<file path="src/logic/dcfm_consts.vh">
// constants used by the mailbox fifo core, not by its staging buffer
`ifndef DCFM_CONSTS_VH
`define DCFM_CONSTS_VH

// ----------------------------------------------------------------
// port sample vector layout (same for both ports)
// ----------------------------------------------------------------
`define DCFM_PV_W 42
`define DCFM_PV_CLK 41
`define DCFM_PV_CS_N 40
`define DCFM_PV_EN 39
`define DCFM_PV_DIR 38
`define DCFM_PV_MB 37
`define DCFM_PV_PG 36
`define DCFM_PV_DATA_HI 35
`define DCFM_PV_DATA_LO 0

// ----------------------------------------------------------------
// shared input vector layout
// ----------------------------------------------------------------
`define DCFM_MV_W 3
`define DCFM_MV_ODD 2
`define DCFM_MV_SEL_HI 1
`define DCFM_MV_SEL_LO 0

// ----------------------------------------------------------------
// almost-flag offset presets, indexed by {sel_hi, sel_lo}
// ----------------------------------------------------------------
`define DCFM_OFFSET_0 7'h10
`define DCFM_OFFSET_1 7'h0c
`define DCFM_OFFSET_2 7'h08
`define DCFM_OFFSET_3 7'h04

// ----------------------------------------------------------------
// reset values of flags and data
// ----------------------------------------------------------------
`define DCFM_RST_FULL_N 1'b0
`define DCFM_RST_AFULL_N 1'b1
`define DCFM_RST_EMPTY_N 1'b0
`define DCFM_RST_AEMPTY_N 1'b0
`define DCFM_RST_MAIL_N 1'b1
`define DCFM_RST_PERR_N 1'b1
`define DCFM_RST_WORD 36'h000000000

`endif

</file>
<file path="src/logic/dcfm_core.v">
// mailbox fifo core: 64x36 fifo from write port to read port, two mailboxes, parity
`timescale 1ns/1ps
`include "dcfm_consts.vh"

// How it works
// - holds up to 64 words of 36 bits, passed in order write port to read port
// - each transfer happens on its own port clock rising edge, qualified by enables
// - a port's data bus is released while its select is high
// - full flags update on write-port edges, empty flags on read-port edges, two stages
// - almost-empty is low while stored count is at or below the offset
// - almost-full is low while free locations are at or below the offset
// - no fifo read while empty is low; otherwise read loads the output register
// - empty low at reset, high on second read-port edge after a write
// - full blocks writes; low at reset, high on second write-port edge after
// - reset release latches the two offset selects into one of four presets
// - write-port mailbox select steers that port's access to a mailbox
// - read port drives forward mailbox when its mailbox select is high, else fifo data
// - writing the forward mailbox drops its flag; writes ignored while flag low
// - forward flag returns high on a read-port mailbox read, and at reset
// - two 36-bit mailboxes, one per direction, each with a new-mail flag
// - parity checking is passive and never changes data flow
// - parity generation is a selectable option on data read from each port
// - reset held low for four edges per port; sets flags to their reset values
// - reverse mailbox written by read port drops flag; write-port read raises it
// - parity per 9-bit byte, top bit parity; error low on any failing byte, held high during a generating mailbox read
module dcfm_core #(
    parameter DEPTH = 64,
    parameter AW = 6,
    parameter STAGE_DEPTH = 8
) (
    // clock and reset
    input wire core_clk,
    input wire reset_n,
    // write-port pins
    input wire write_port_clock,
    input wire wr_side_select_n,
    input wire wr_side_enable,
    input wire wr_side_dir,
    input wire wr_side_mailbox_sel,
    input wire wr_side_parity_gen,
    input wire [35:0] wr_side_data_in,
    output reg [35:0] wr_side_data_out,
    output reg wr_side_data_oe,
    output reg wr_side_parity_err_n,
    // read-port pins
    input wire read_port_clock,
    input wire rd_side_select_n,
    input wire rd_side_enable,
    input wire rd_side_dir,
    input wire rd_side_mailbox_sel,
    input wire rd_side_parity_gen,
    input wire [35:0] rd_side_data_in,
    output reg [35:0] rd_side_data_out,
    output reg rd_side_data_oe,
    output reg rd_side_parity_err_n,
    // shared configuration
    input wire parity_odd,
    input wire offset_sel_lo,
    input wire offset_sel_hi,
    // flags
    output reg full_flag_n,
    output reg almost_full_n,
    output reg empty_flag_n,
    output reg almost_empty_n,
    output reg fwd_mail_flag_n,
    output reg rev_mail_flag_n
);
    // ------------------------------------------------------------
    // helpers
    // ------------------------------------------------------------
    function [AW:0] to_gray;
        input [AW:0] b;
        begin
            to_gray = b ^ (b >> 1);
        end
    endfunction

    function [AW:0] from_gray;
        input [AW:0] g;
        integer i;
        begin
            from_gray[AW] = g[AW];
            for (i = AW - 1; i >= 0; i = i - 1) begin
                from_gray[i] = from_gray[i+1] ^ g[i];
            end
        end
    endfunction

    // all four bytes pass the selected parity
    function parity_ok;
        input [35:0] d;
        input odd;
        begin
            parity_ok = ((^d[8:0]) == odd) & ((^d[17:9]) == odd) &
                        ((^d[26:18]) == odd) & ((^d[35:27]) == odd);
        end
    endfunction

    // replace the top bit of each byte with generated parity
    function [35:0] parity_fill;
        input [35:0] d;
        input odd;
        begin
            parity_fill = {(^d[34:27]) ^ odd, d[34:27], (^d[25:18]) ^ odd, d[25:18],
                           (^d[16:9]) ^ odd, d[16:9], (^d[7:0]) ^ odd, d[7:0]};
        end
    endfunction

    // ------------------------------------------------------------
    // pin synchronisers
    // ------------------------------------------------------------
    reg [`DCFM_PV_W-1:0] a_s1;
    reg [`DCFM_PV_W-1:0] a_s2;
    reg [`DCFM_PV_W-1:0] b_s1;
    reg [`DCFM_PV_W-1:0] b_s2;
    reg [`DCFM_MV_W-1:0] m_s1;
    reg [`DCFM_MV_W-1:0] m_s2;
    reg a_clk_q;
    reg b_clk_q;
    reg reset_q;

    // port and config pins cross two flops, reset_n one; port clocks are sampled as plain levels,
    // so each port clock must run below a quarter of core_clk
    always @(posedge core_clk) begin
        a_s1 <= {write_port_clock, wr_side_select_n, wr_side_enable, wr_side_dir,
                 wr_side_mailbox_sel, wr_side_parity_gen, wr_side_data_in};
        a_s2 <= a_s1;
        b_s1 <= {read_port_clock, rd_side_select_n, rd_side_enable, rd_side_dir,
                 rd_side_mailbox_sel, rd_side_parity_gen, rd_side_data_in};
        b_s2 <= b_s1;
        m_s1 <= {parity_odd, offset_sel_hi, offset_sel_lo};
        m_s2 <= m_s1;
        a_clk_q <= a_s2[`DCFM_PV_CLK];
        b_clk_q <= b_s2[`DCFM_PV_CLK];
        reset_q <= reset_n;
    end

    // decoded port cycles; controls are aligned with the clock samples
    wire a_edge = a_s2[`DCFM_PV_CLK] & ~a_clk_q;
    wire b_edge = b_s2[`DCFM_PV_CLK] & ~b_clk_q;
    wire a_act = ~a_s2[`DCFM_PV_CS_N] & a_s2[`DCFM_PV_EN];
    wire b_act = ~b_s2[`DCFM_PV_CS_N] & b_s2[`DCFM_PV_EN];
    wire a_mb = a_s2[`DCFM_PV_MB];
    wire b_mb = b_s2[`DCFM_PV_MB];
    wire a_wr = a_edge & a_act & a_s2[`DCFM_PV_DIR];
    wire a_rd = a_edge & a_act & ~a_s2[`DCFM_PV_DIR];
    wire b_wr = b_edge & b_act & b_s2[`DCFM_PV_DIR];
    wire b_rd = b_edge & b_act & ~b_s2[`DCFM_PV_DIR];
    wire odd = m_s2[`DCFM_MV_ODD];
    wire [35:0] a_din = a_s2[`DCFM_PV_DATA_HI:`DCFM_PV_DATA_LO];
    wire [35:0] b_din = b_s2[`DCFM_PV_DATA_HI:`DCFM_PV_DATA_LO];

    // ------------------------------------------------------------
    // offset latched at reset release
    // ------------------------------------------------------------
    reg [AW:0] offset;

    // tracks the selects in reset, freezes on release: never unknown at a flag update
    always @(posedge core_clk) begin
        if (!reset_q) begin
            case (m_s2[`DCFM_MV_SEL_HI:`DCFM_MV_SEL_LO])
                2'h0: offset <= `DCFM_OFFSET_0;
                2'h1: offset <= `DCFM_OFFSET_1;
                2'h2: offset <= `DCFM_OFFSET_2;
                default: offset <= `DCFM_OFFSET_3;
            endcase
        end
    end

    // ------------------------------------------------------------
    // staging buffer and main array
    // ------------------------------------------------------------
    reg [35:0] mem [0:DEPTH-1];
    reg [AW:0] wr_bin;
    reg [AW:0] rd_bin;
    reg [AW:0] rd_gray_a;
    reg [AW:0] wr_gray_b;
    reg full_arm;
    reg [35:0] fifo_out;
    wire stage_valid;
    wire stage_ready;
    wire [35:0] stage_data;
    wire [3:0] stage_level;
    wire fifo_push = a_wr & ~a_mb & full_flag_n;
    wire array_room = ((wr_bin - rd_bin) != DEPTH[AW:0]);
    wire array_load = stage_valid & array_room;
    wire fifo_pop = b_rd & ~b_mb & empty_flag_n;

    // write-side words wait here one cycle before entering the array;
    // the array refusing a word stalls the drain side
    dcfm_stage_fifo #(
        .WIDTH(36),
        .DEPTH(STAGE_DEPTH),
        .AW(3)
    ) u_stage (
        .core_clk(core_clk),
        .reset_n(reset_n),
        .in_valid(fifo_push),
        .in_ready(stage_ready),
        .in_data(a_din),
        .out_valid(stage_valid),
        .out_ready(array_room),
        .out_data(stage_data),
        .level(stage_level)
    );

    // array write from the staging buffer
    always @(posedge core_clk) begin
        if (array_load) begin
            mem[wr_bin[AW-1:0]] <= stage_data;
        end
    end

    // occupancy seen from the write port counts staged words too, so the
    // full flag covers the whole path; read pointer is the delayed gray copy
    wire [AW:0] next_occ_a = wr_bin - from_gray(rd_gray_a) + {3'h0, stage_level} +
                             {{AW{1'b0}}, fifo_push & stage_ready};
    wire [AW:0] next_free_a = DEPTH[AW:0] - next_occ_a;
    wire [AW:0] next_rd_bin = rd_bin + {{AW{1'b0}}, fifo_pop};
    wire [AW:0] next_cnt_b = from_gray(wr_gray_b) - next_rd_bin;

    // pointers, gray copies and flags
    always @(posedge core_clk) begin
        if (!reset_n) begin
            wr_bin <= {(AW+1){1'b0}};
            rd_bin <= {(AW+1){1'b0}};
            rd_gray_a <= {(AW+1){1'b0}};
            wr_gray_b <= {(AW+1){1'b0}};
            full_arm <= 1'b0;
            fifo_out <= `DCFM_RST_WORD;
            full_flag_n <= `DCFM_RST_FULL_N;
            almost_full_n <= `DCFM_RST_AFULL_N;
            empty_flag_n <= `DCFM_RST_EMPTY_N;
            almost_empty_n <= `DCFM_RST_AEMPTY_N;
        end else begin
            if (array_load) begin
                wr_bin <= wr_bin + 1'b1;
            end
            if (fifo_pop) begin
                fifo_out <= mem[rd_bin[AW-1:0]];
                rd_bin <= next_rd_bin;
            end
            // write-port side: gray read pointer is stage one, flags stage two
            if (a_edge) begin
                rd_gray_a <= to_gray(rd_bin);
                full_arm <= 1'b1;
                full_flag_n <= full_arm & (next_occ_a < DEPTH[AW:0]);
                almost_full_n <= (next_free_a > offset);
            end
            // read-port side: gray write pointer is stage one, flags stage two
            if (b_edge) begin
                wr_gray_b <= to_gray(wr_bin);
                empty_flag_n <= (next_cnt_b != {(AW+1){1'b0}});
                almost_empty_n <= (next_cnt_b > offset);
            end
        end
    end

    // ------------------------------------------------------------
    // mailboxes
    // ------------------------------------------------------------
    reg [35:0] fwd_mailbox;
    reg [35:0] rev_mailbox;

    // a write and a read in one cycle leave the flag low: new mail wins
    always @(posedge core_clk) begin
        if (!reset_n) begin
            fwd_mailbox <= `DCFM_RST_WORD;
            rev_mailbox <= `DCFM_RST_WORD;
            fwd_mail_flag_n <= `DCFM_RST_MAIL_N;
            rev_mail_flag_n <= `DCFM_RST_MAIL_N;
        end else begin
            if (a_wr && a_mb && fwd_mail_flag_n) begin
                fwd_mailbox <= a_din;
                fwd_mail_flag_n <= 1'b0;
            end else if (b_rd && b_mb) begin
                fwd_mail_flag_n <= 1'b1;
            end
            if (b_wr && b_mb && rev_mail_flag_n) begin
                rev_mailbox <= b_din;
                rev_mail_flag_n <= 1'b0;
            end else if (a_rd && a_mb) begin
                rev_mail_flag_n <= 1'b1;
            end
        end
    end

    // ------------------------------------------------------------
    // bus drive and parity
    // ------------------------------------------------------------
    wire a_out_on = ~a_s2[`DCFM_PV_CS_N] & ~a_s2[`DCFM_PV_DIR];
    wire b_out_on = ~b_s2[`DCFM_PV_CS_N] & ~b_s2[`DCFM_PV_DIR];
    wire a_gen = a_s2[`DCFM_PV_PG];
    wire b_gen = b_s2[`DCFM_PV_PG];
    wire [35:0] b_src = b_mb ? fwd_mailbox : fifo_out;

    // the parity trees are shared with generation, so a generating mailbox
    // read forces the error flag of that port inactive
    always @(posedge core_clk) begin
        if (!reset_n) begin
            wr_side_data_out <= `DCFM_RST_WORD;
            rd_side_data_out <= `DCFM_RST_WORD;
            wr_side_data_oe <= 1'b0;
            rd_side_data_oe <= 1'b0;
            wr_side_parity_err_n <= `DCFM_RST_PERR_N;
            rd_side_parity_err_n <= `DCFM_RST_PERR_N;
        end else begin
            wr_side_data_oe <= a_out_on;
            rd_side_data_oe <= b_out_on;
            wr_side_data_out <= a_gen ? parity_fill(rev_mailbox, odd) : rev_mailbox;
            rd_side_data_out <= b_gen ? parity_fill(b_src, odd) : b_src;
            // check result is only reported, data path ignores it
            if (a_act && a_out_on && a_mb && a_gen) begin
                wr_side_parity_err_n <= 1'b1;
            end else begin
                wr_side_parity_err_n <= parity_ok(a_din, odd);
            end
            if (b_act && b_out_on && b_mb && b_gen) begin
                rd_side_parity_err_n <= 1'b1;
            end else begin
                rd_side_parity_err_n <= parity_ok(b_din, odd);
            end
        end
    end
endmodule // dcfm_core

</file>
<file path="src/logic/dcfm_stage_fifo.v">
// small staging fifo with valid/ready on both sides
`timescale 1ns/1ps
module dcfm_stage_fifo #(
    parameter WIDTH = 36,
    parameter DEPTH = 8,
    parameter AW = 3
) (
    // clock and reset
    input wire core_clk,
    input wire reset_n,
    // fill side
    input wire in_valid,
    output wire in_ready,
    input wire [WIDTH-1:0] in_data,
    // drain side
    output wire out_valid,
    input wire out_ready,
    output wire [WIDTH-1:0] out_data,
    // occupancy
    output wire [AW:0] level
);
    reg [WIDTH-1:0] mem [0:DEPTH-1];
    reg [AW-1:0] wr_idx;
    reg [AW-1:0] rd_idx;
    reg [AW:0] count;
    wire push;
    wire pop;

    // ------------------------------------------------------------
    // handshake
    // ------------------------------------------------------------
    // full and empty come straight from the count
    assign in_ready = (count != DEPTH[AW:0]);
    assign out_valid = (count != {(AW+1){1'b0}});
    assign push = in_valid & in_ready;
    assign pop = out_valid & out_ready;
    assign out_data = mem[rd_idx];
    assign level = count;

    // storage write, no reset needed on the array
    always @(posedge core_clk) begin
        if (push) begin
            mem[wr_idx] <= in_data;
        end
    end

    // pointers wrap at depth so depth need not be a power of two
    always @(posedge core_clk) begin
        if (!reset_n) begin
            wr_idx <= {AW{1'b0}};
            rd_idx <= {AW{1'b0}};
            count <= {(AW+1){1'b0}};
        end else begin
            if (push) begin
                wr_idx <= (wr_idx == DEPTH[AW-1:0] - 1'b1) ? {AW{1'b0}} : wr_idx + 1'b1;
            end
            if (pop) begin
                rd_idx <= (rd_idx == DEPTH[AW-1:0] - 1'b1) ? {AW{1'b0}} : rd_idx + 1'b1;
            end
            count <= count + {{AW{1'b0}}, push} - {{AW{1'b0}}, pop};
        end
    end
endmodule // dcfm_stage_fifo

</file>
<file path="config.mk">
export PLATFORM = sky130hd
export DESIGN_NAME = dcfm_core
export DESIGN_NICKNAME = d
export VERILOG_FILES = /design/src/logic/dcfm_core.v /design/src/logic/dcfm_stage_fifo.v
export VERILOG_INCLUDE_DIRS = /design/src /design/src/logic
export SDC_FILE = /design/constraint.sdc
export NUM_CORES = 2
export LEC_CHECK = 0
export BUFFER_PORTS_ARGS = -buffer_cell sky130_fd_sc_hd__clkbuf_2
export CAP_MARGIN = 20
export CORE_ASPECT_RATIO = 1.2
export CORE_MARGIN = 1.5
export CORE_UTILIZATION = 56
export DETAILED_ROUTE_END_ITERATION = 8
export HOLD_SLACK_MARGIN = 0.02
export PLACE_DENSITY = 0.76
export SETUP_SLACK_MARGIN = 0.4
export SYNTH_ARGS = -nofsm -noshare
export SYNTH_HDL_FRONTEND = slang
export SYNTH_SLANG_ARGS = --single-unit
</file>
<file path="constraint.sdc">
create_clock -name core_clk -period 5.2 [get_ports core_clk]
set_clock_uncertainty 0.15 [all_clocks]
set_input_delay 0.78 -clock core_clk [delete_from_list [all_inputs] [get_ports core_clk]]
set_output_delay 0.78 -clock core_clk [all_outputs]
set_load 0.1 [all_outputs]
</file>
==> results_dict.tcl <==
set metrics [dict create \
    yosys.cell_count.top_type "edfxtp_1" \
    drv_slew 0 \
    drive_gt1_frac 0.280 \
    synth_nets 5375 \
    synth_area_leaders "edfxtp_1 (69%), mux4_2 (16%), dfxtp_1 (7.2%)" \
    synthTopCellsByCount "edfxtp_1 (2595), mux4_2 (792), dfxtp_1 (409)" \
    fp-row-count 180 \
    grt_pass1_vias 57300 \
    async_reset_ff_frac 0 \
    clk_path_buf_depth 4 \
    grt_use_total 0.279 \
    routedWlPerCell_um 33.1 \
    fin_crit_sh 0.857 \
    yosysSeqAreaShare 0.761 \
    dieHeight_um 495 \
    clk_latency_ns 0.93 \
    ys.warnings.count 0 \
    grt_pass1_wl_um 403000 \
    ys.flop_type "edfxtp_1" \
    arrival_ns 5.06 \
    synth.largest_area_cell "edfxtp_1" \
    dr.pass1.iters 6 \
    critPathMaxFanout 3 \
    viasPerCell 6.47 \
    syn2layout_area_growth_pct 13.5 \
    start_kind "flop" \
    ys_ff_latch 3004 \
    finalHoldViolations 0 \
    crit_slowest_cell "fa_1" \
    io_buffer_count 170 \
    hold_depth 0 \
    vias 55200 \
    synth_edf_count 2595 \
    worstMarginPinSlew_ns 1.18 \
    drt_iter0_markers 7267 \
    path_clk_slew_ns 0.06 \
    syn_area_um2 113000 \
    max_stage_delay_ns 0.47 \
    max-slew-margin-rel 0.214 \
    setup_viol 0 \
    critical_path.cell_chain "xnor2_2, xor2_2, xor2_1, xor2_1, xor2_1, xnor2_1, ha_1, inv_1, fa_1, inv_1, fa_1, xnor2_1, nor2_1, o21ai_0, xor2_1, ha_1, o21a_1, o22ai_1, a41oi_1" \
    cp_num_buf_inv 2 \
    cpMostUsedCell "xor2_1" \
    start_util 0.564 \
    final_util 0.640 \
    drc 0 \
    p_leak_nw 40.8 \
    antenna_left 0 \
    synth_top_area_frac 0.689 \
    die_x_um 413 \
    syn_inst 5224 \
    cap_violations 0 \
    setup_tns_ns 0 \
    cts_root_buf "clkbuf_16" \
    reg2reg_from "rd_gray_a[6]$_SDFFE_PN0N_" \
    numCtsBuffers 288 \
    hold_class "reg2reg" \
    crit_family "XOR/XNOR gates" \
    worst-setup-path-type "reg2reg" \
    num-nets-final 5831 \
    routed_wl_um 282000 \
    hpwl_um 153000 \
    ys_types 51 \
    period_minus_slack_ns 4.46 \
    rr_worst_depth 19 \
    gp_routability_congestion 0.841 \
    critPathLaunch "rd_gray_a[6]$_SDFFE_PN0N_" \
    avgSynthCellArea_um2 21.7 \
    min_from "a_s1[27]$_DFF_P_" \
    clock_sinks 3004 \
    crit_path_end_kind "flop" \
    ios 171 \
    tritoncts "yes" \
    p_per_area_nw_per_um2 444 \
    fp.coreArea_um2 201000 \
    fmax_ghz 0.224 \
    rsz0062_at_grt "no" \
    overflow 0 \
    cp.depth 19 \
    total_power_mw 57.1 \
    antenna_found_initial 7 \
    htree_levels 5 \
    status "completed" \
    grt_max_degree 135 \
    vdd_drop_max_mv 0.343 \
    crit_required_ns 5.81 \
    die_area_um2 205000 \
]
stage by stage:
step | instances | hold slack, ns | area [um^2] | setup slack [ns]
after detailed placement | 7939 | 0.162 | 119000 | 0.548
after global placement | 7938 | 0.162 | 119000 | 0.601
final | 8526 | 0.170 | 128000 | 0.745
after floorplan | 5224 | 0.160 | 113000 | 0.368
after CTS | 8516 | 0.174 | 128000 | 0.533
after global routing | 8521 | 0.181 | 128000 | 0.387
per-layer routing:
layer,global-route usage,vias to the layer above,part of all wire
met5,0,-,0.000039
met4,0.127,2,0.050
met3,0.0491,661,0.097
met2,0.475,3468,0.51
met1,0.351,28900,0.34
li1,-,22200,-
final timing paths:
path         slack [ns]                    endpoint
max                0.74  almost_full_n$_SDFFE_PN1N_
min                0.17            a_s2[27]$_DFF_P_
max reg2reg        0.74  almost_full_n$_SDFFE_PN1N_
min reg2reg        0.17            a_s2[27]$_DFF_P_
layout by cell type (no fill, tap or decap), drive strengths merged, types with 87 or more instances in the layout:
master       synthesis  layout
xnor2              135     135
nand2              205     205
mux2i               89      89
nor2b               95      95
clkbuf             152     544
edfxtp            2595    2595
mux4               792     792
dlygate4sd3          0      87
buf                109     171
dfxtp              409     409
worst reg2reg max path, cell delays in order, from the launching register on:
cell and delay [ns]:
dfxtp_1 0.36, xnor2_2 0.24, xor2_2 0.20, xor2_1 0.24, xor2_1 0.24, xor2_1 0.25
xnor2_1 0.15, ha_1 0.25, inv_1 0.07, fa_1 0.19, inv_1 0.06, fa_1 0.47
xnor2_1 0.18, nor2_1 0.18, o21ai_0 0.17, xor2_1 0.19, ha_1 0.32, o21a_1 0.13
o22ai_1 0.15, a41oi_1 0.13
cell type report:
type	instances	area, um^2
Antenna cell	7	17.5
Sequential cell	3004	86100
Clock buffer	375	7870
Inverter	33	136
Timing Repair Buffer	427	3650
Clock inverter	115	1050
Fill cell	12500	72200
Tap cell	2639	3300
Multi-Input combinational cell	1926	26300
logic make-up after synthesis:
kind of cell    after synthesis  synth area share
fa+ha+maj                    62           0.00725
xor+xnor                    189            0.0146
mux                         919             0.169
flops                      3004             0.761
compound gates              225            0.0134
buf+inv                     294            0.0115
simple gates                531            0.0228
repair_timing:
action                                 CTS  global route
setup endpoints to repair                0             1
gates resized for setup                  0             2
hold buffers                            87             0
setup buffers                            0             3
endpoints found under the hold margin   87             0
sequential cells by signal, summed over array words and instances (netlist names), 4 cells and up, named ones only:
signal	flops
a_s1	42
a_s2	42
b_s1	42
b_s2	42
fifo_out	36
fwd_mailbox	36
mem	2304
rd_bin	7
rd_gray_a	7
rd_side_data_out	36
rev_mailbox	36
u_stage.level	4
u_stage.mem	288
wr_bin	7
wr_gray_b	7
wr_side_data_out	36
power breakdown:
part | internal (mW) | total [mW] | switching [mW]
logic | 1.73 | 6.76 | 5.03
registers | 29.6 | 30.0 | 0.408
clock network | 11.6 | 20.3 | 8.67
No activity file was read; power rests on OpenSTA's default activity.
